$ cat config.mk
export PLATFORM = sky130hd
export DESIGN_NAME = dtpg_top
export DESIGN_NICKNAME = d
export VERILOG_FILES = /design/src/hw/dtpg_pkg.sv /design/src/hw/dtpg_top.sv
export VERILOG_INCLUDE_DIRS = /design/src /design/src/hw
export SDC_FILE = /design/constraint.sdc
export NUM_CORES = 1
export LEC_CHECK = 0
export ABC_AREA = 1
export BUFFER_PORTS_ARGS = -buffer_cell sky130_fd_sc_hd__buf_2
export CAP_MARGIN = 20
export CELL_PAD_IN_SITES_DETAIL_PLACEMENT = 0
export CELL_PAD_IN_SITES_GLOBAL_PLACEMENT = 1
export CORE_UTILIZATION = 39
export CTS_CLUSTER_SIZE = 30
export DETAILED_ROUTE_END_ITERATION = 10
export HOLD_SLACK_MARGIN = 0.05
export PLACE_DENSITY = 0.77
export SLEW_MARGIN = 20
export SYNTH_ARGS = -nofsm -noshare
export SYNTH_HDL_FRONTEND = slang
export SYNTH_SLANG_ARGS = --single-unit
export TNS_END_PERCENT = 100
$ cat constraint.sdc
create_clock -name pclk -period 4 [get_ports pclk]
set_input_delay 0.2 -clock pclk [delete_from_list [all_inputs] [get_ports pclk]]
set_output_delay 0.2 -clock pclk [all_outputs]
set_load 0.01 [all_outputs]
$ cat src/hw/dtpg_defines.svh
// Purpose: register indices, field positions, reset values and fixed words
// Assumes: byte address of a register is four times its index
// Notes:   included by the pattern generator top and by the testbench
`ifndef DTPG_DEFINES_SVH
`define DTPG_DEFINES_SVH

// register indices (byte address = index * 4)
`define DTPG_IDX_WB_GAIN    8'h1F
`define DTPG_IDX_UW1_LOW    8'h33
`define DTPG_IDX_UW1_HIGH   8'h34
`define DTPG_IDX_UW2_LOW    8'h35
`define DTPG_IDX_UW2_HIGH   8'h36
`define DTPG_IDX_SEL_ONE    8'h37
`define DTPG_IDX_SEL_TWO    8'h38
`define DTPG_IDX_COMMON     8'h39

// field positions
`define DTPG_WB_GAIN_BIT    0
`define DTPG_COMMON_BIT     0
`define DTPG_SEL_I_LSB      0
`define DTPG_SEL_Q_LSB      4

// reset values
`define DTPG_RST_BYTE       8'h00
`define DTPG_RST_WORD       16'h0000

// fixed pattern words and saturation limits
`define DTPG_TOGGLE_A       16'h2AAA
`define DTPG_TOGGLE_B       16'h1555
`define DTPG_DESKEW_WORD    16'hAAAA
`define DTPG_SYNC_WORD      16'hFFFF
`define DTPG_SAT_POS        16'h7FFF
`define DTPG_SAT_NEG        16'h8000

`endif

$ cat src/hw/dtpg_pkg.sv
// Purpose: types shared by the output pattern generator
// Assumes: 4-bit selector codes per output stream
// Notes:   codes not listed here fall back to live data
package dtpg_pkg;

    typedef enum logic [3:0] {
        PAT_LIVE   = 4'h0,
        PAT_ZEROS  = 4'h1,
        PAT_ONES   = 4'h2,
        PAT_TOGGLE = 4'h3,
        PAT_RAMP   = 4'h4,
        PAT_SINGLE = 4'h6,
        PAT_DOUBLE = 4'h7,
        PAT_DESKEW = 4'h8,
        PAT_SYNC   = 4'h9
    } dtpg_pattern_t;

    typedef logic [15:0] dtpg_word_t;

endpackage

$ cat src/hw/dtpg_top.sv
// Purpose: output test pattern generator and wideband gain for two downconverter paths
// Assumes: APB3 slave, one clock, live samples arrive one per pclk cycle
// Notes:   one wait state on every APB access; outputs lag inputs by one cycle
// How it works
// - wideband gain bit doubles wideband filter output
// - doubling only on decimate-by-4/6 path
// - two user words from four byte registers
// - per-stream 4-bit selectors, I low nibble
// - code 0000 passes live converter data
// - 0001 all zeros, 0010 all ones
// - 0011 alternates toggle words 2AAAh and 1555h
// - 0100 ramp increments every clock cycle
// - 0110 outputs first user word continuously
// - 0111 alternates first and second user words
// - 1000 outputs deskew word AAAAh
// - 1001 outputs sync word FFFFh
// - common bit clear: all follow path one I
`timescale 1ns/100ps
`include "dtpg_defines.svh"

module dtpg_top
    import dtpg_pkg::*;
#(
    parameter int AW = 12
) (
    // clock and reset
    input  wire logic          pclk,
    input  wire logic          presetn,
    // apb slave
    input  wire logic [AW-1:0] paddr,
    input  wire logic          psel,
    input  wire logic          penable,
    input  wire logic          pwrite,
    input  wire logic [31:0]   pwdata,
    output logic      [31:0]   prdata,
    output logic               pready,
    output logic               pslverr,
    // decimation mode: high on the wideband (by 4 or 6) filter path
    input  wire logic          wideband_path,
    // live converter samples
    input  wire logic [15:0]   conv_i1,
    input  wire logic [15:0]   conv_q1,
    input  wire logic [15:0]   conv_i2,
    input  wire logic [15:0]   conv_q2,
    // streams toward the serial output link
    output logic      [15:0]   out_i1,
    output logic      [15:0]   out_q1,
    output logic      [15:0]   out_i2,
    output logic      [15:0]   out_q2
);

    // register state
    logic            wideband_double_gain;
    logic            next_wideband_double_gain;
    dtpg_word_t      user_word_one;
    dtpg_word_t      next_user_word_one;
    dtpg_word_t      user_word_two;
    dtpg_word_t      next_user_word_two;
    logic [7:0]      path_one_pattern_select;
    logic [7:0]      next_path_one_pattern_select;
    logic [7:0]      path_two_pattern_select;
    logic [7:0]      next_path_two_pattern_select;
    logic            per_stream_select;
    logic            next_per_stream_select;
    logic [31:0]     next_prdata;
    logic            next_pready;
    logic            next_pslverr;

    // pattern state
    logic            phase;
    logic            next_phase;
    dtpg_word_t      ramp;
    dtpg_word_t      next_ramp;
    dtpg_word_t      out_q    [4];
    dtpg_word_t      next_out [4];
    dtpg_word_t      conv     [4];
    dtpg_word_t      live     [4];
    logic [3:0]      own_sel  [4];
    logic [3:0]      eff_sel  [4];

    // apb decode
    logic            access;
    logic            wr_fire;
    logic            hit;
    logic [AW-3:0]   idx;

    // doubles a signed sample, clamping instead of wrapping on overflow
    function automatic dtpg_word_t sat_double(input dtpg_word_t x);
        if (x[15] != x[14]) begin
            sat_double = x[15] ? `DTPG_SAT_NEG : `DTPG_SAT_POS;
        end else begin
            sat_double = {x[14:0], 1'b0};
        end
    endfunction

    assign access  = psel & penable;
    assign wr_fire = access & pready & pwrite;
    assign idx     = paddr[AW-1:2];

    // map of implemented words; misaligned or unlisted addresses answer with pslverr
    always_comb begin
        hit = 1'b0;
        if (paddr[1:0] == 2'b00) begin
            case (idx)
                (AW-2)'(`DTPG_IDX_WB_GAIN),
                (AW-2)'(`DTPG_IDX_UW1_LOW),
                (AW-2)'(`DTPG_IDX_UW1_HIGH),
                (AW-2)'(`DTPG_IDX_UW2_LOW),
                (AW-2)'(`DTPG_IDX_UW2_HIGH),
                (AW-2)'(`DTPG_IDX_SEL_ONE),
                (AW-2)'(`DTPG_IDX_SEL_TWO),
                (AW-2)'(`DTPG_IDX_COMMON): hit = 1'b1;
                default:                   hit = 1'b0;
            endcase
        end
    end

    // register writes and read data; pready comes one cycle into the access phase
    always_comb begin
        next_wideband_double_gain    = wideband_double_gain;
        next_user_word_one           = user_word_one;
        next_user_word_two           = user_word_two;
        next_path_one_pattern_select = path_one_pattern_select;
        next_path_two_pattern_select = path_two_pattern_select;
        next_per_stream_select       = per_stream_select;
        next_pready                  = access & ~pready;
        next_pslverr                 = access & ~pready & ~hit;
        next_prdata                  = prdata;
        if (wr_fire && hit) begin
            case (idx)
                (AW-2)'(`DTPG_IDX_WB_GAIN):
                    next_wideband_double_gain = pwdata[`DTPG_WB_GAIN_BIT];
                (AW-2)'(`DTPG_IDX_UW1_LOW):  next_user_word_one[7:0]  = pwdata[7:0];
                (AW-2)'(`DTPG_IDX_UW1_HIGH): next_user_word_one[15:8] = pwdata[7:0];
                (AW-2)'(`DTPG_IDX_UW2_LOW):  next_user_word_two[7:0]  = pwdata[7:0];
                (AW-2)'(`DTPG_IDX_UW2_HIGH): next_user_word_two[15:8] = pwdata[7:0];
                (AW-2)'(`DTPG_IDX_SEL_ONE):  next_path_one_pattern_select = pwdata[7:0];
                (AW-2)'(`DTPG_IDX_SEL_TWO):  next_path_two_pattern_select = pwdata[7:0];
                (AW-2)'(`DTPG_IDX_COMMON):
                    next_per_stream_select = pwdata[`DTPG_COMMON_BIT];
                default: next_per_stream_select = per_stream_select;
            endcase
        end
        if (access && !pready) begin
            next_prdata = 32'h0000_0000;
            if (!pwrite) begin
                case (idx)
                    (AW-2)'(`DTPG_IDX_WB_GAIN): next_prdata[0] = wideband_double_gain;
                    (AW-2)'(`DTPG_IDX_UW1_LOW):  next_prdata[7:0] = user_word_one[7:0];
                    (AW-2)'(`DTPG_IDX_UW1_HIGH): next_prdata[7:0] = user_word_one[15:8];
                    (AW-2)'(`DTPG_IDX_UW2_LOW):  next_prdata[7:0] = user_word_two[7:0];
                    (AW-2)'(`DTPG_IDX_UW2_HIGH): next_prdata[7:0] = user_word_two[15:8];
                    // the path one Q field is write-only and reads back as zero
                    (AW-2)'(`DTPG_IDX_SEL_ONE): next_prdata[3:0] = path_one_pattern_select[3:0];
                    (AW-2)'(`DTPG_IDX_SEL_TWO): next_prdata[7:0] = path_two_pattern_select;
                    (AW-2)'(`DTPG_IDX_COMMON):  next_prdata[0]   = per_stream_select;
                    default:                    next_prdata      = 32'h0000_0000;
                endcase
                if (!hit) begin
                    next_prdata = 32'h0000_0000;
                end
            end
        end
    end

    always_ff @(posedge pclk or negedge presetn) begin
        if (!presetn) begin
            wideband_double_gain    <= 1'b0;
            user_word_one           <= `DTPG_RST_WORD;
            user_word_two           <= `DTPG_RST_WORD;
            path_one_pattern_select <= `DTPG_RST_BYTE;
            path_two_pattern_select <= `DTPG_RST_BYTE;
            per_stream_select       <= 1'b0;
            prdata                  <= 32'h0000_0000;
            pready                  <= 1'b0;
            pslverr                 <= 1'b0;
        end else begin
            wideband_double_gain    <= next_wideband_double_gain;
            user_word_one           <= next_user_word_one;
            user_word_two           <= next_user_word_two;
            path_one_pattern_select <= next_path_one_pattern_select;
            path_two_pattern_select <= next_path_two_pattern_select;
            per_stream_select       <= next_per_stream_select;
            prdata                  <= next_prdata;
            pready                  <= next_pready;
            pslverr                 <= next_pslverr;
        end
    end

    // stream order: 0 = path one I, 1 = path one Q, 2 = path two I, 3 = path two Q
    assign conv[0]    = conv_i1;
    assign conv[1]    = conv_q1;
    assign conv[2]    = conv_i2;
    assign conv[3]    = conv_q2;
    assign own_sel[0] = path_one_pattern_select[`DTPG_SEL_I_LSB +: 4];
    assign own_sel[1] = path_one_pattern_select[`DTPG_SEL_Q_LSB +: 4];
    assign own_sel[2] = path_two_pattern_select[`DTPG_SEL_I_LSB +: 4];
    assign own_sel[3] = path_two_pattern_select[`DTPG_SEL_Q_LSB +: 4];

    // free-running phase and ramp; shared so all streams stay aligned
    always_comb begin
        next_phase = ~phase;
        next_ramp  = ramp + 16'h0001;
    end

    always_ff @(posedge pclk or negedge presetn) begin
        if (!presetn) begin
            phase <= 1'b0;
            ramp  <= `DTPG_RST_WORD;
        end else begin
            phase <= next_phase;
            ramp  <= next_ramp;
        end
    end

    // per-stream pattern selection
    for (genvar g = 0; g < 4; g++) begin : g_stream
        assign eff_sel[g] = per_stream_select ? own_sel[g] : own_sel[0];
        // gain is gated by the path mode so narrower decimations are never scaled
        assign live[g] = (wideband_double_gain && wideband_path) ?
                         sat_double(conv[g]) : conv[g];

        always_comb begin
            case (eff_sel[g])
                PAT_LIVE:   next_out[g] = live[g];
                PAT_ZEROS:  next_out[g] = 16'h0000;
                PAT_ONES:   next_out[g] = 16'hFFFF;
                PAT_TOGGLE: next_out[g] = phase ? `DTPG_TOGGLE_B : `DTPG_TOGGLE_A;
                PAT_RAMP:   next_out[g] = ramp;
                PAT_SINGLE: next_out[g] = user_word_one;
                PAT_DOUBLE: next_out[g] = phase ? user_word_two : user_word_one;
                PAT_DESKEW: next_out[g] = `DTPG_DESKEW_WORD;
                PAT_SYNC:   next_out[g] = `DTPG_SYNC_WORD;
                default:    next_out[g] = live[g];
            endcase
        end

        always_ff @(posedge pclk or negedge presetn) begin
            if (!presetn) begin
                out_q[g] <= `DTPG_RST_WORD;
            end else begin
                out_q[g] <= next_out[g];
            end
        end
    end

    assign out_i1 = out_q[0];
    assign out_q1 = out_q[1];
    assign out_i2 = out_q[2];
    assign out_q2 = out_q[3];

    // checks on stream behaviour and on a user word one low write
    property p_gain;
        @(posedge pclk) disable iff (!presetn)
        (eff_sel[0] == 4'h0 && wideband_double_gain && wideband_path
            && conv_i1[15] == conv_i1[14])
            |=> out_i1 == 16'($past(conv_i1) << 1);
    endproperty
    a_gain: assert property (p_gain) else $error("wideband gain not applied");

    property p_narrow;
        @(posedge pclk) disable iff (!presetn)
        (eff_sel[0] == 4'h0 && !wideband_path) |=> out_i1 == $past(conv_i1);
    endproperty
    a_narrow: assert property (p_narrow) else $error("narrow path was scaled");

    property p_word_low;
        @(posedge pclk) disable iff (!presetn)
        (wr_fire && paddr == AW'({`DTPG_IDX_UW1_LOW, 2'b00}))
            |=> user_word_one[7:0] == $past(pwdata[7:0]);
    endproperty
    a_word_low: assert property (p_word_low) else $error("user word one low lost");

    property p_zeros;
        @(posedge pclk) disable iff (!presetn)
        eff_sel[3] == 4'h1 |=> out_q2 == 16'h0000;
    endproperty
    a_zeros: assert property (p_zeros) else $error("zeros pattern wrong");

    property p_toggle;
        @(posedge pclk) disable iff (!presetn)
        (eff_sel[0] == 4'h3)[*2] |-> ##1 (out_i1 ^ $past(out_i1)) == 16'h3FFF;
    endproperty
    a_toggle: assert property (p_toggle) else $error("toggle did not alternate");

    property p_ramp;
        @(posedge pclk) disable iff (!presetn)
        (eff_sel[0] == 4'h4 ##1 eff_sel[0] == 4'h4) |=> out_i1 == $past(out_i1) + 16'h0001;
    endproperty
    a_ramp: assert property (p_ramp) else $error("ramp step wrong");

    property p_double;
        @(posedge pclk) disable iff (!presetn)
        (eff_sel[0] == 4'h7 && !phase) |=> out_i1 == $past(user_word_one) ##1
            (eff_sel[0] != 4'h7 || out_i1 == $past(user_word_two));
    endproperty
    a_double: assert property (p_double) else $error("double pattern order wrong");

    property p_fixed;
        @(posedge pclk) disable iff (!presetn)
        (eff_sel[0] == 4'h8 |=> out_i1 == 16'hAAAA) and (eff_sel[0] == 4'h9 |=> out_i1 == 16'hFFFF);
    endproperty
    a_fixed: assert property (p_fixed) else $error("fixed word wrong");

    property p_common;
        @(posedge pclk) disable iff (!presetn)
        (!per_stream_select && path_one_pattern_select[3:0] == 4'h1)
            |=> (out_q1 | out_i2 | out_q2) == 16'h0000;
    endproperty
    a_common: assert property (p_common) else $error("common select ignored");

    property p_undef;
        @(posedge pclk) disable iff (!presetn)
        (eff_sel[0] == 4'h5 || eff_sel[0] >= 4'hA) |=> out_i1 == $past(live[0]);
    endproperty
    a_undef: assert property (p_undef) else $error("undefined code not live");

    c_ramp_wrap: cover property (@(posedge pclk) disable iff (!presetn)
        eff_sel[0] == 4'h4 && ramp == 16'hFFFF ##1 ramp == 16'h0000);
    c_double:    cover property (@(posedge pclk) disable iff (!presetn) (eff_sel[1] == 4'h7)[*3]);
    c_gain:      cover property (@(posedge pclk) disable iff (!presetn)
        wideband_double_gain && wideband_path && eff_sel[0] == 4'h0);
    c_unmapped:  cover property (@(posedge pclk) disable iff (!presetn) pready && pslverr);

endmodule

==> impl_results.md, run 1 <==
- Final cell count without fillers: 1941
- Synth area leaders: dfrtp_1 36%, nand2_1 19%, o21ai_0 7.0%
- Req. time, crit path: 4360 ps
- Layout cells sized above 1: 0.171
- Maximum vdd drop: 221 µV
- Chip width: 161 µm
- Mapped Area: 9920 µm²
- H-tree level count: 4
- Mean number of vias per cell: 5.26
- Slew @ Worst Pin: 1170 ps
- Clock Path Buffers: 2
- Initial antenna violation count: 0
- Worst-Skew Late Latency: 430 ps
- GRT Util Overall: 0.272
- Worst slew margin: 0.214
- Netlist cell types: 42
- WL final: 35500 µm
- Critical path class: reg2reg
- FP Rows: 58
- Port-buffer cells: 163
- Fin nets: 1725
- Post-cts sizing count: 0
- Flops & latches, synth: 141
- Post-CTS Setup Inserts: 0
- Sink Count: 141
- Post-DP HPWL: 26300 µm
- Post-synth EDFFs: 0
- Die area: 26100 µm²
- Setup_tns: 0 ps
- Max Cap Violations: 0
- Global-route wire length before repair: 53900 µm
- HP Class: in2reg
- Main synth FF type: dfrtp_1
- Synth top area share: 0.356
- Leakage: 0.00566 µW
- Synth async-reset ratio: 1.00
- Startpoint Class: flop
- RSZ-0062 raised after global routing: false
- Drt wl/cell: 18.3 µm
- Hold Buf Count CTS: 1
- # IOs: 212
- Total core area: 25000 µm²
- Syn_area_per_cell: 6.75 µm²
- Arrival @ worst endpoint: 2830 ps
- DRT antenna net count: 0
- Placed cells: 1908
- FMAX: 0.405 GHz
- Register area share after synthesis: 0.356
- GP Congestion: 0.961
- Starting Density: 0.396
- Via count: 10200
- CTS Buf Count: 17
- Iteration-0 DRC count of the detailed router: 1106
- Slew Limit Fails: 0
- Yosys top cell by area: dfrtp_1
- Cells after Synth: 1470
- Power Density: 288 nW/µm²
- Number of global-route vias before repair: 9311
- CTS tree: done
- Final Hold Vio Count: 0
- Root buffer selected by CTS: clkbuf_16
- Setup Skew: 14.1 ps
- Status: finished, final reports clean
- Final Cycle Share: 0.617
- DRC Markers: 0
- Max FO, Critical Path: 16
- Largest net degree at the start of global routing: 76
- Crit end category: flop
- Crit path time final: 2470 ps
- Synth-to-Final Area Change: 14.7%
- Grt ovf: 0
- Clock transition at the registers of the reported paths: 60 ps
- Detailed Routing Iterations Pass 1: 6
- Final-report setup violation count: 0
- Die Span Y: 161 µm
- Yosys warnings: 0
==> cells by family (layout without fill, tap and decap cells) <==
group	count (synthesis)	after routing	share of synthesized area
other	1	25	0.000378
AO/OA/AOI/OAI	217	217	0.124
buffers and inverters	205	322	0.0960
XOR/XNOR	14	14	0.0124
flip-flops	141	141	0.356
AND/OR/NAND/NOR	879	879	0.395
adder cells (fa/ha/maj)	13	13	0.0164
==> flip-flops by register name, indices dropped and copies added (netlist names), 16 cells and up <==
name,count
out_i1,16
out_i2,16
out_q1,16
out_q2,16
ramp,16
user_word_one,16
user_word_two,16
==> path summary, 6_finish.rpt <==
| kind | start | end | slack, ps | cells past startpoint |
|---|---|---|---|---|
| min in group asynchronous | presetn | out_q2[14] | 340 | 2 |
| max in group asynchronous | presetn | user_word_two[10] | 2820 | 3 |
| worst max-delay path | per_stream_select | out_i2[7] | 1530 | 8 |
| worst max register to register | per_stream_select | out_i2[7] | 1530 | 8 |
| worst min-delay path | conv_i1[6] | out_i1[6] | 80 | 3 |
| worst min register to register | prdata[7] | prdata[7] | 480 | 2 |
==> metal layers <==
layer	vias to the layer above	track usage	routed length, µm
met4	0	0.105	1100
met2	401	0.429	16100
met5	-	0	0
met3	59	0.0419	2050
li1	5032	-	-
met1	4721	0.375	16200
==> metrics by stage <==
step | util | total power (µW) | hold WS, ps | cell area [µm²] | worst slack [ps]
global placement | 0.433 | 1840 | 269 | 10800 | 1590
detailed placement | 0.433 | 1850 | 277 | 10800 | 1570
finish | 0.454 | 3270 | 81.1 | 11400 | 1530
CTS | 0.454 | 3300 | 70.6 | 11400 | 1550
global route | 0.454 | 3400 | 75.2 | 11400 | 1330
floorplan | - | 1690 | -95.6 | 10000 | 2310
==> where the power goes <==
| group | internal [µW] | switching (µW) | total (µW) | leakage (µW) |
|---|---|---|---|---|
| clock | 808 | 644 | 1450 | 0.000244 |
| sequential | 1460 | 10.5 | 1470 | 0.00180 |
| combinational | 122 | 227 | 349 | 0.00362 |
| total | 2390 | 882 | 3270 | 0.00566 |
==> cell usage in the layout, fill, tap and decap left out, types with 2 or more instances in the layout <==
cell / netlist / routed
clkinvlp_4: 0 / 6
nand2_4: 4 / 4
clkbuf_16: 0 / 17
nand3_1: 67 / 67
inv_6: 0 / 3
nor2_1: 130 / 129
nand2_1: 513 / 512
inv_1: 100 / 99
o21ai_0: 139 / 139
o211ai_1: 5 / 5
nand2_2: 12 / 13
buf_2: 24 / 162
a21oi_2: 2 / 2
o22ai_1: 12 / 12
clkinv_2: 0 / 2
xor2_1: 14 / 14
dfrtp_1: 141 / 141
nand3b_1: 15 / 15
nand4_1: 61 / 61
a32oi_1: 7 / 7
ha_1: 13 / 13
nor2_2: 15 / 15
a221oi_1: 4 / 4
nor3_1: 47 / 47
nand4_4: 6 / 6
nor2_4: 4 / 5
conb_1: 1 / 24
o21ai_1: 6 / 6
inv_2: 14 / 15
o21ai_2: 4 / 4
buf_4: 28 / 10
a22oi_1: 5 / 5
a21oi_1: 29 / 29
==> worst max-delay path, cell delays in order (launching register included) <==
cell	delay, ps
dfrtp_1	670
inv_4	160
nand2_2	160
nand2_1	120
inv_2	100
nand3_1	450
o21ai_0	520
nor3_1	110
nor2_1	100
==> synthesized netlist by cell type (2+ instances only) <==
master	instances
inv_2	14
nor2_2	15
buf_6	6
a21oi_1	29
nor2_1	130
dfrtp_1	141
ha_1	13
a221oi_1	4
o21ai_1	6
nand2_1	513
nand4_4	6
nor2_4	4
buf_4	28
nand2_4	4
nand2_2	12
o21ai_0	139
nand3b_1	15
o211ai_1	5
inv_1	100
a22oi_1	5
nand4_1	61
nor3_1	47
nand3_1	67
o21ai_2	4
buf_2	24
clkbuf_1	31
o22ai_1	12
a32oi_1	7
a21oi_2	2
xor2_1	14
==> layout make-up <==
| cell class | instances | area, µm² |
|---|---|---|
| antenna | 1 | 2.50 |
| fill | 2675 | 13700 |
| clock buffer | 19 | 443 |
| clock inverter | 12 | 90.1 |
| timing repair buffer | 175 | 927 |
| tap | 330 | 413 |
| inverter | 116 | 438 |
| multi-input combinational | 1147 | 5540 |
| sequential | 141 | 3530 |
(Power assumes the default switching activity.)
==> run 2: changes to the inputs <==
--- a/config.mk
+++ b/config.mk
@@ -6,7 +6,7 @@
 export SDC_FILE = /design/constraint.sdc
 export NUM_CORES = 1
 export LEC_CHECK = 0
-export ABC_AREA = 1
+export ABC_AREA = 0
 export BUFFER_PORTS_ARGS = -buffer_cell sky130_fd_sc_hd__buf_2
 export CAP_MARGIN = 20
 export CELL_PAD_IN_SITES_DETAIL_PLACEMENT = 0
@@ -15,7 +15,7 @@
 export CTS_CLUSTER_SIZE = 30
 export DETAILED_ROUTE_END_ITERATION = 10
 export HOLD_SLACK_MARGIN = 0.05
-export PLACE_DENSITY = 0.77
+export PLACE_DENSITY = 0.74
 export SLEW_MARGIN = 20
 export SYNTH_ARGS = -nofsm -noshare
 export SYNTH_HDL_FRONTEND = slang
==> constraint.sdc (replaced) <==
create_clock -name pclk -period 2.42 [get_ports pclk]
set_input_delay 0.121 -clock pclk [delete_from_list [all_inputs] [get_ports pclk]]
set_output_delay 0.121 -clock pclk [all_outputs]
set_load 0.01 [all_outputs]
==> run 2 against run 1 <==
Against the previous run: non-clock buffer count increased by 106; area after synthesis is 4.7% lower; maximum frequency up 11%; largest cell class unchanged; cell area grew 5.3%; global-route usage grew 2.6 points; first-iteration DRC count decreased by 2.2%; core utilization grew 5.3 points; sequential power increased by 65%; critical path depth is 3 lower; combinational power grew 59%; clock-buffer cell count shrank 2.
==> impl_results.md, run 2 <==
- Yosys top cell by area: dfrtp_1
- Mean number of vias per cell: 5.86 (+11%)
- WL final: 36000 µm (+1.4%)
- Synth top area share: 0.373 (+0.0177)
- Post-DP HPWL: 24400 µm (-7.2%)
- Worst R2R Path Depth: 5 (-3)
- Grt ovf: 0 (unchanged)
- Most common cell after layout, fill and taps aside: buf_2
- Post-synth top cells: 141 x dfrtp_1, 135 x a21oi_1, 131 x o21ai_0
- Metal3 WL: 2970 µm (+45%)
- Max Cap Violations: 0 (unchanged)
- Arrival @ worst endpoint: 2490 ps (-340 ps)
- Crit path max-delay family: compound AO/OA/AOI/OAI gates
- Netlist cell types: 78 (+86%)
- Cells after Synth: 1100 (-25%)
- Register area share after synthesis: 0.373 (+0.0177)
- Final Cycle Share: 0.921 (+0.304)
- Maximum vdd drop: 388 µV (+75%)
- Worst-Skew Late Latency: 440 ps (about the same)
- Fin nets: 1442 (-16%)
- CP bufs+invs: 1 (-1)
- Chip width: 158 µm (-2.4%)
- Final Hold Vio Count: 0 (unchanged)
- DRT antenna net count: 0 (unchanged)
- Power Density: 492 nW/µm² (+71%)
- Hold depth: 3 (unchanged)
- Number of global-route vias before repair: 9152 (-1.7%)
- Status: finished, final reports clean
- Synth-to-Final Area Change: 26.8%
- Max incr delay on CP: 620 ps (-50 ps)
- Leakage: 0.00526 µW (-7.0%)
- Via count: 9648 (-5.5%)
- FMAX: 0.449 GHz (+11%)
- FILL cells: 2274 (-15%)
- Root buffer selected by CTS: clkbuf_16
- Worst slew margin: 0.502 (+0.287)
- Starting Density: 0.400 (+0.00402)
- Highest routing layer actually used: met4
- Setup Skew: 10.8 ps (-3.32 ps)
- Drt wl/cell: 21.8 µm (+19%)
- Synth async-reset ratio: 1.00 (unchanged)
- CP max-delay cell: o21ai_2
- Global-route wire length before repair: 54600 µm (+1.3%)
- Main synth FF type: dfrtp_1
- Die Span Y: 158 µm (-2.4%)
- CTS Buf Count: 17 (unchanged)
- Hold_sp: conv_q2[14]
- Syn_area_per_cell: 8.59 µm² (+27%)
- GP Congestion: 0.955 (-0.66%)
- Hold Crit Endpoint: out_q2[14]
- Met2 wire length: 15300 µm (-5.3%)
- Reg-to-reg critical path endpoint: out_i2[9]
- Post-synth EDFFs: 0 (unchanged)
- CTS tree: done
- Setup_tns: 0 ps (unchanged)
- Critical R2R Launch: path_one_pattern_select[3]
- Synth area leaders: dfrtp_1 37%, a21oi_1 7.1%, o21ai_0 6.9%
- RSZ-0062 raised after global routing: false
- Total core area: 23600 µm² (-5.7%)
- FP Rows: 56 (-3.4%)
- Final-report setup violation count: 0 (unchanged)
- Yosys warnings: 0 (unchanged)
- DRC Markers: 0 (unchanged)
- Port-buffer cells: 163 (unchanged)
- Critical path class: reg2reg
- Clock transition at the registers of the reported paths: 70 ps (about the same)
- GRT Util Overall: 0.298 (+0.0256)
- Flop2flop setup slack: 190 ps (-1340 ps)
- Startpoint Class: flop
- Detailed Routing Iterations Pass 1: 5 (-1)
- Flops & latches, synth: 141 (unchanged)
- Mapped Area: 9450 µm² (-4.7%)
- Count leader, synth: dfrtp_1
- Most frequent cells in the layout: 162 x buf_2, 141 x dfrtp_1, 134 x a21oi_1
- Crit path time final: 2230 ps (-240 ps)
- Slew @ Worst Pin: 747 ps (-419 ps)
- # IOs: 212 (unchanged)
- Die area: 24900 µm² (-4.7%)
- Initial antenna violation count: 0 (unchanged)
- Req. time, crit path: 2680 ps (-1680 ps)
- H-tree level count: 4 (unchanged)
- Max FO, Critical Path: 19 (+3)
- Slew Limit Fails: 0 (unchanged)
- Crit end category: flop
- Layout cells sized above 1: 0.253 (+0.0822)
- Iteration-0 DRC count of the detailed router: 1082 (-2.2%)
- Cells along the critical path: or3b_1, o21ai_0, buf_4, o21ai_2, a32oi_1
- HP Class: in2reg
- Power Total: 5900 µW (+80%)
- Antenna diode instance count: 0 (-1)
- Clock Path Buffers: 2 (unchanged)
- Largest net degree at the start of global routing: 79 (+3.9%)
- Met1 WL: 16100 µm (-0.58%)
- Sink Count: 141 (unchanged)
-- run 2: changes by cell type after synthesis, moves of 46 or more --
cell / previous run / this run
a21oi_1: 29 / 135
and3_1: 0 / 46
inv_1: 100 / 18
mux2_2: 0 / 48
nand2_1: 513 / 108
nand4_1: 61 / 4
nor2_1: 130 / 54
-- run 2: area by class of cell --
type / instances / area (µm²) / area share
Multi-Input combinational cell: 856 / 5410 / 0.451
Timing Repair Buffer: 281 / 1940 / 0.162
Tap cell: 319 / 399 / 0.0333
Sequential cell: 141 / 3530 / 0.294
Clock inverter: 15 / 211 / 0.0176
Clock buffer: 17 / 425 / 0.0355
Inverter: 18 / 67.6 / 0.00564
-- run 2: routing by layer --
layer  vias up  global-route usage
li1       4436                   -
met1      4615               0.417
met2       494               0.435
met3       103              0.0621
met4         0               0.141
met5         -                   0
-- run 2: power by group --
group,switching [µW],internal [µW]
combinational,310,246
clock,1170,1740
sequential,19.5,2410
-- run 2: cell families after synthesis --
kind of cell	after synthesis	synth area share
AO/OA/AOI/OAI	393	0.254
AND/OR/NAND/NOR	338	0.188
flip-flops	141	0.373
buffers and inverters	126	0.0654
multiplexers	73	0.0880
XOR/XNOR	15	0.0139
adder cells (fa/ha/maj)	13	0.0172
other	1	0.000397
-- run 2: through the flow --
step	worst slack, ps	area (µm²)	utilization	std cells	hold WS (ps)
after floorplan	544	9540	-	1123	-175
after global placement	183	10800	0.458	1561	72.5
after detailed placement	240	10800	0.458	1561	75.3
after CTS	221	12000	0.508	1647	70.0
after global routing	31.0	12000	0.508	1647	89.9
final	191	12000	0.508	1647	85.8
-- run 2: worst max-delay path by stage --
stage / end / depth (start not counted) / slack (ps) / startpoint
final: out_i2[9] / 5 / 190 / path_one_pattern_select[3]
after global routing: out_i2[9] / 5 / 30 / path_one_pattern_select[3]
after CTS: out_i2[9] / 5 / 220 / path_one_pattern_select[3]
after detailed placement: out_i2[9] / 5 / 240 / path_one_pattern_select[3]
after global placement: out_i1[14] / 4 / 180 / path_one_pattern_select[2]
after floorplan: out_q2[10] / 7 / 540 / per_stream_select
-- run 2: timing repair --
| item | 4_1_cts | 5_1_grt |
|---|---|---|
| hold buffers | 54 | 0 |
| setup buffers | 0 | 0 |
| endpoints found under the hold margin | 155 | 0 |
| resized for setup | 0 | 0 |
-- run 2: worst reg2reg max path: stages, from the launching register on --
cell     delay (ps)
dfrtp_1         560
or3b_1          280
o21ai_0         150
buf_4           220
o21ai_2         620
a32oi_1         220
==> run 3: changes to the inputs <==
--- a/config.mk
+++ b/config.mk
@@ -11,11 +11,13 @@
 export CAP_MARGIN = 20
 export CELL_PAD_IN_SITES_DETAIL_PLACEMENT = 0
 export CELL_PAD_IN_SITES_GLOBAL_PLACEMENT = 1
-export CORE_UTILIZATION = 39
+export CORE_MARGIN = 8
+export CORE_UTILIZATION = 41
 export CTS_CLUSTER_SIZE = 30
 export DETAILED_ROUTE_END_ITERATION = 10
 export HOLD_SLACK_MARGIN = 0.05
-export PLACE_DENSITY = 0.74
+export PLACE_DENSITY = 0.77
+export REMOVE_ABC_BUFFERS = 1
 export SLEW_MARGIN = 20
 export SYNTH_ARGS = -nofsm -noshare
 export SYNTH_HDL_FRONTEND = slang
==> run 3 against run 2 <==
Against the previous run: register-to-register slack improved by 20 ps; wire length increased by 3.6%; global-route usage decreased by 3.9 points; cell area decreased by 1.1%; largest power group unchanged.
==> impl_results.md, run 3 (same netlist as run 2, synthesis figures left out) <==
- Highest routing layer actually used: met4
- Slew @ Worst Pin: 671 ps (-76.5 ps)
- Met1 WL: 15900 µm (-1.5%)
- FILL cells: 2102 (-7.6%)
- Port-buffer cells: 163 (unchanged)
- Via count: 9699 (+0.53%)
- FMAX: 0.453 GHz (+0.93%)
- Clock Path Buffers: 2 (unchanged)
- Sink Count: 141 (unchanged)
- Global-route wire length before repair: 56000 µm (+2.6%)
- CP max-delay cell: dfrtp_1
- Final Cycle Share: 0.913 (-0.00845)
- Clock transition at the registers of the reported paths: 70 ps (about the same)
- Drt wl/cell: 23.1 µm (+5.7%)
- Die Span Y: 168 µm (+6.4%)
- Mean number of vias per cell: 6.01 (+2.6%)
- Core Util, Final: 0.524 (+0.0162)
- FP Rows: 55 (-1.8%)
- Worst path most repeated cell: buf_4
- Final Hold Vio Count: 0 (unchanged)
- Root buffer selected by CTS: clkbuf_16
- Starting Density: 0.417 (+0.0172)
- Leakage: 0.00523 µW (-0.72%)
- DRC Markers: 0 (unchanged)
- Grt ovf: 0 (unchanged)
- Cells along the critical path: buf_4, or3_1, o21ai_1, buf_4, o21bai_1, a32o_1, a2bb2oi_1
- Power Density: 478 nW/µm² (-2.8%)
- Hold depth: 3 (unchanged)
- Total core area: 22600 µm² (-4.1%)
- Most frequent cells in the layout: 162 x buf_2, 141 x dfrtp_1, 134 x a21oi_1
- CTS tree: done
- Initial antenna violation count: 0 (unchanged)
- Max incr delay on CP: 510 ps (-110 ps)
- HP Class: in2reg
- Layout cells sized above 1: 0.254 (+0.00131)
- Critical path class: reg2reg
- Chip width: 168 µm (+6.4%)
- Post-CTS Setup Inserts: 0 (unchanged)
- Status: finished, final reports clean
- Maximum vdd drop: 374 µV (-3.4%)
- Most common cell after layout, fill and taps aside: buf_2
- Setup Skew: 10.6 ps (-0.137 ps)
- Req. time, crit path: 2790 ps (+110 ps)
- Post-DP HPWL: 25700 µm (+5.4%)
- Largest net degree at the start of global routing: 59 (-25%)
- RSZ-0062 raised after global routing: false
- GP Congestion: 0.959 (+0.42%)
- CP bufs+invs: 2 (+1)
- Crit path depth: 7 (+2)
- Die area: 28200 µm² (+13%)
- DRT antenna net count: 0 (unchanged)
- Power Total: 5670 µW (-3.8%)
- Arrival @ worst endpoint: 2580 ps (+90 ps)
- Detailed Routing Iterations Pass 1: 8 (+3)
- Number of global-route vias before repair: 9404 (+2.8%)
- H-tree level count: 4 (unchanged)
- CTS Buf Count: 17 (unchanged)
- # IOs: 212 (unchanged)
- Iteration-0 DRC count of the detailed router: 971 (-10%)
- Worst-Skew Late Latency: 440 ps (about the same)
- Met2 wire length: 16000 µm (+4.8%)
- Crit end category: flop
- Crit path max-delay family: compound AO/OA/AOI/OAI gates
- Max Cap Violations: 0 (unchanged)
- Worst setup margin: 212 ps (+20.5 ps)
- Antenna diode instance count: 0 (unchanged)
- Metal3 WL: 3530 µm (+19%)
- Slew Limit Fails: 0 (unchanged)
- Setup WS pre-CTS: 57.4 ps (-182 ps)
- Fin nets: 1443 (+0.069%)
- Final-report setup violation count: 0 (unchanged)
- Worst R2R Path Depth: 7 (+2)
- Startpoint Class: flop
- WL final: 37300 µm (+3.6%)
- Synth-to-Final Area Change: 25.5%
- GRT Util Overall: 0.259 (-0.0386)
- Worst slew margin: 0.553 (+0.0510)
- Max FO, Critical Path: 9 (-10)
- Crit path time final: 2210 ps (-20.5 ps)
[run 3: tightest hold or removal path, stage by stage]
cell and delay (ps):
buf_2 90, a2bb2oi_1 60, a22oi_1 170
[run 3: stage by stage]
step,instances,TNS [ps],instance area [µm²],hold WS (ps)
2_1_floorplan,1015,-36270,8990,-175
5_1_grt,1614,0,11900,72.5
3_3_place_gp,1529,0,10700,136
3_5_place_dp,1529,0,10700,140
6_report,1614,0,11900,58.1
4_1_cts,1614,0,11800,51.3
[run 3: cell type report]
type / count / area (µm²) / share of cell area
multi-input cells: 856 / 5420 / 0.457
flip-flops and latches: 141 / 3530 / 0.298
repair buffers: 282 / 1900 / 0.160
clock buffers: 17 / 425 / 0.0359
well taps: 285 / 357 / 0.0301
clock inverters: 15 / 165 / 0.0139
inverters: 18 / 67.6 / 0.00570
[run 3: worst paths after layout]
check | to | slack, ps | start
min in group asynchronous | user_word_one[2] | 220 | presetn
max | out_q1[13] | 210 | per_stream_select
max reg2reg | out_q1[13] | 210 | per_stream_select
min reg2reg | prdata[6] | 480 | prdata[6]
min | out_q2[11] | 60 | conv_q2[11]
max in group asynchronous | out_q2[4] | 1400 | presetn
[run 3: metal layers]
metal / vias up / global-route usage
met2: 494 / 0.380
met5: - / 0
li1: 4436 / -
met3: 98 / 0.0709
met4: 0 / 0.131
met1: 4671 / 0.346
[run 3: timing repair]
item,CTS,global route
setup endpoints to repair,0,15
endpoints found under the hold margin,124,0
gates resized for setup,0,1
hold buffers,53,0
[run 3: where the power goes]
part	internal, µW	total, µW	switching (µW)
clock network	1470	2680	1210
registers	2410	2430	18.9
logic	243	557	314
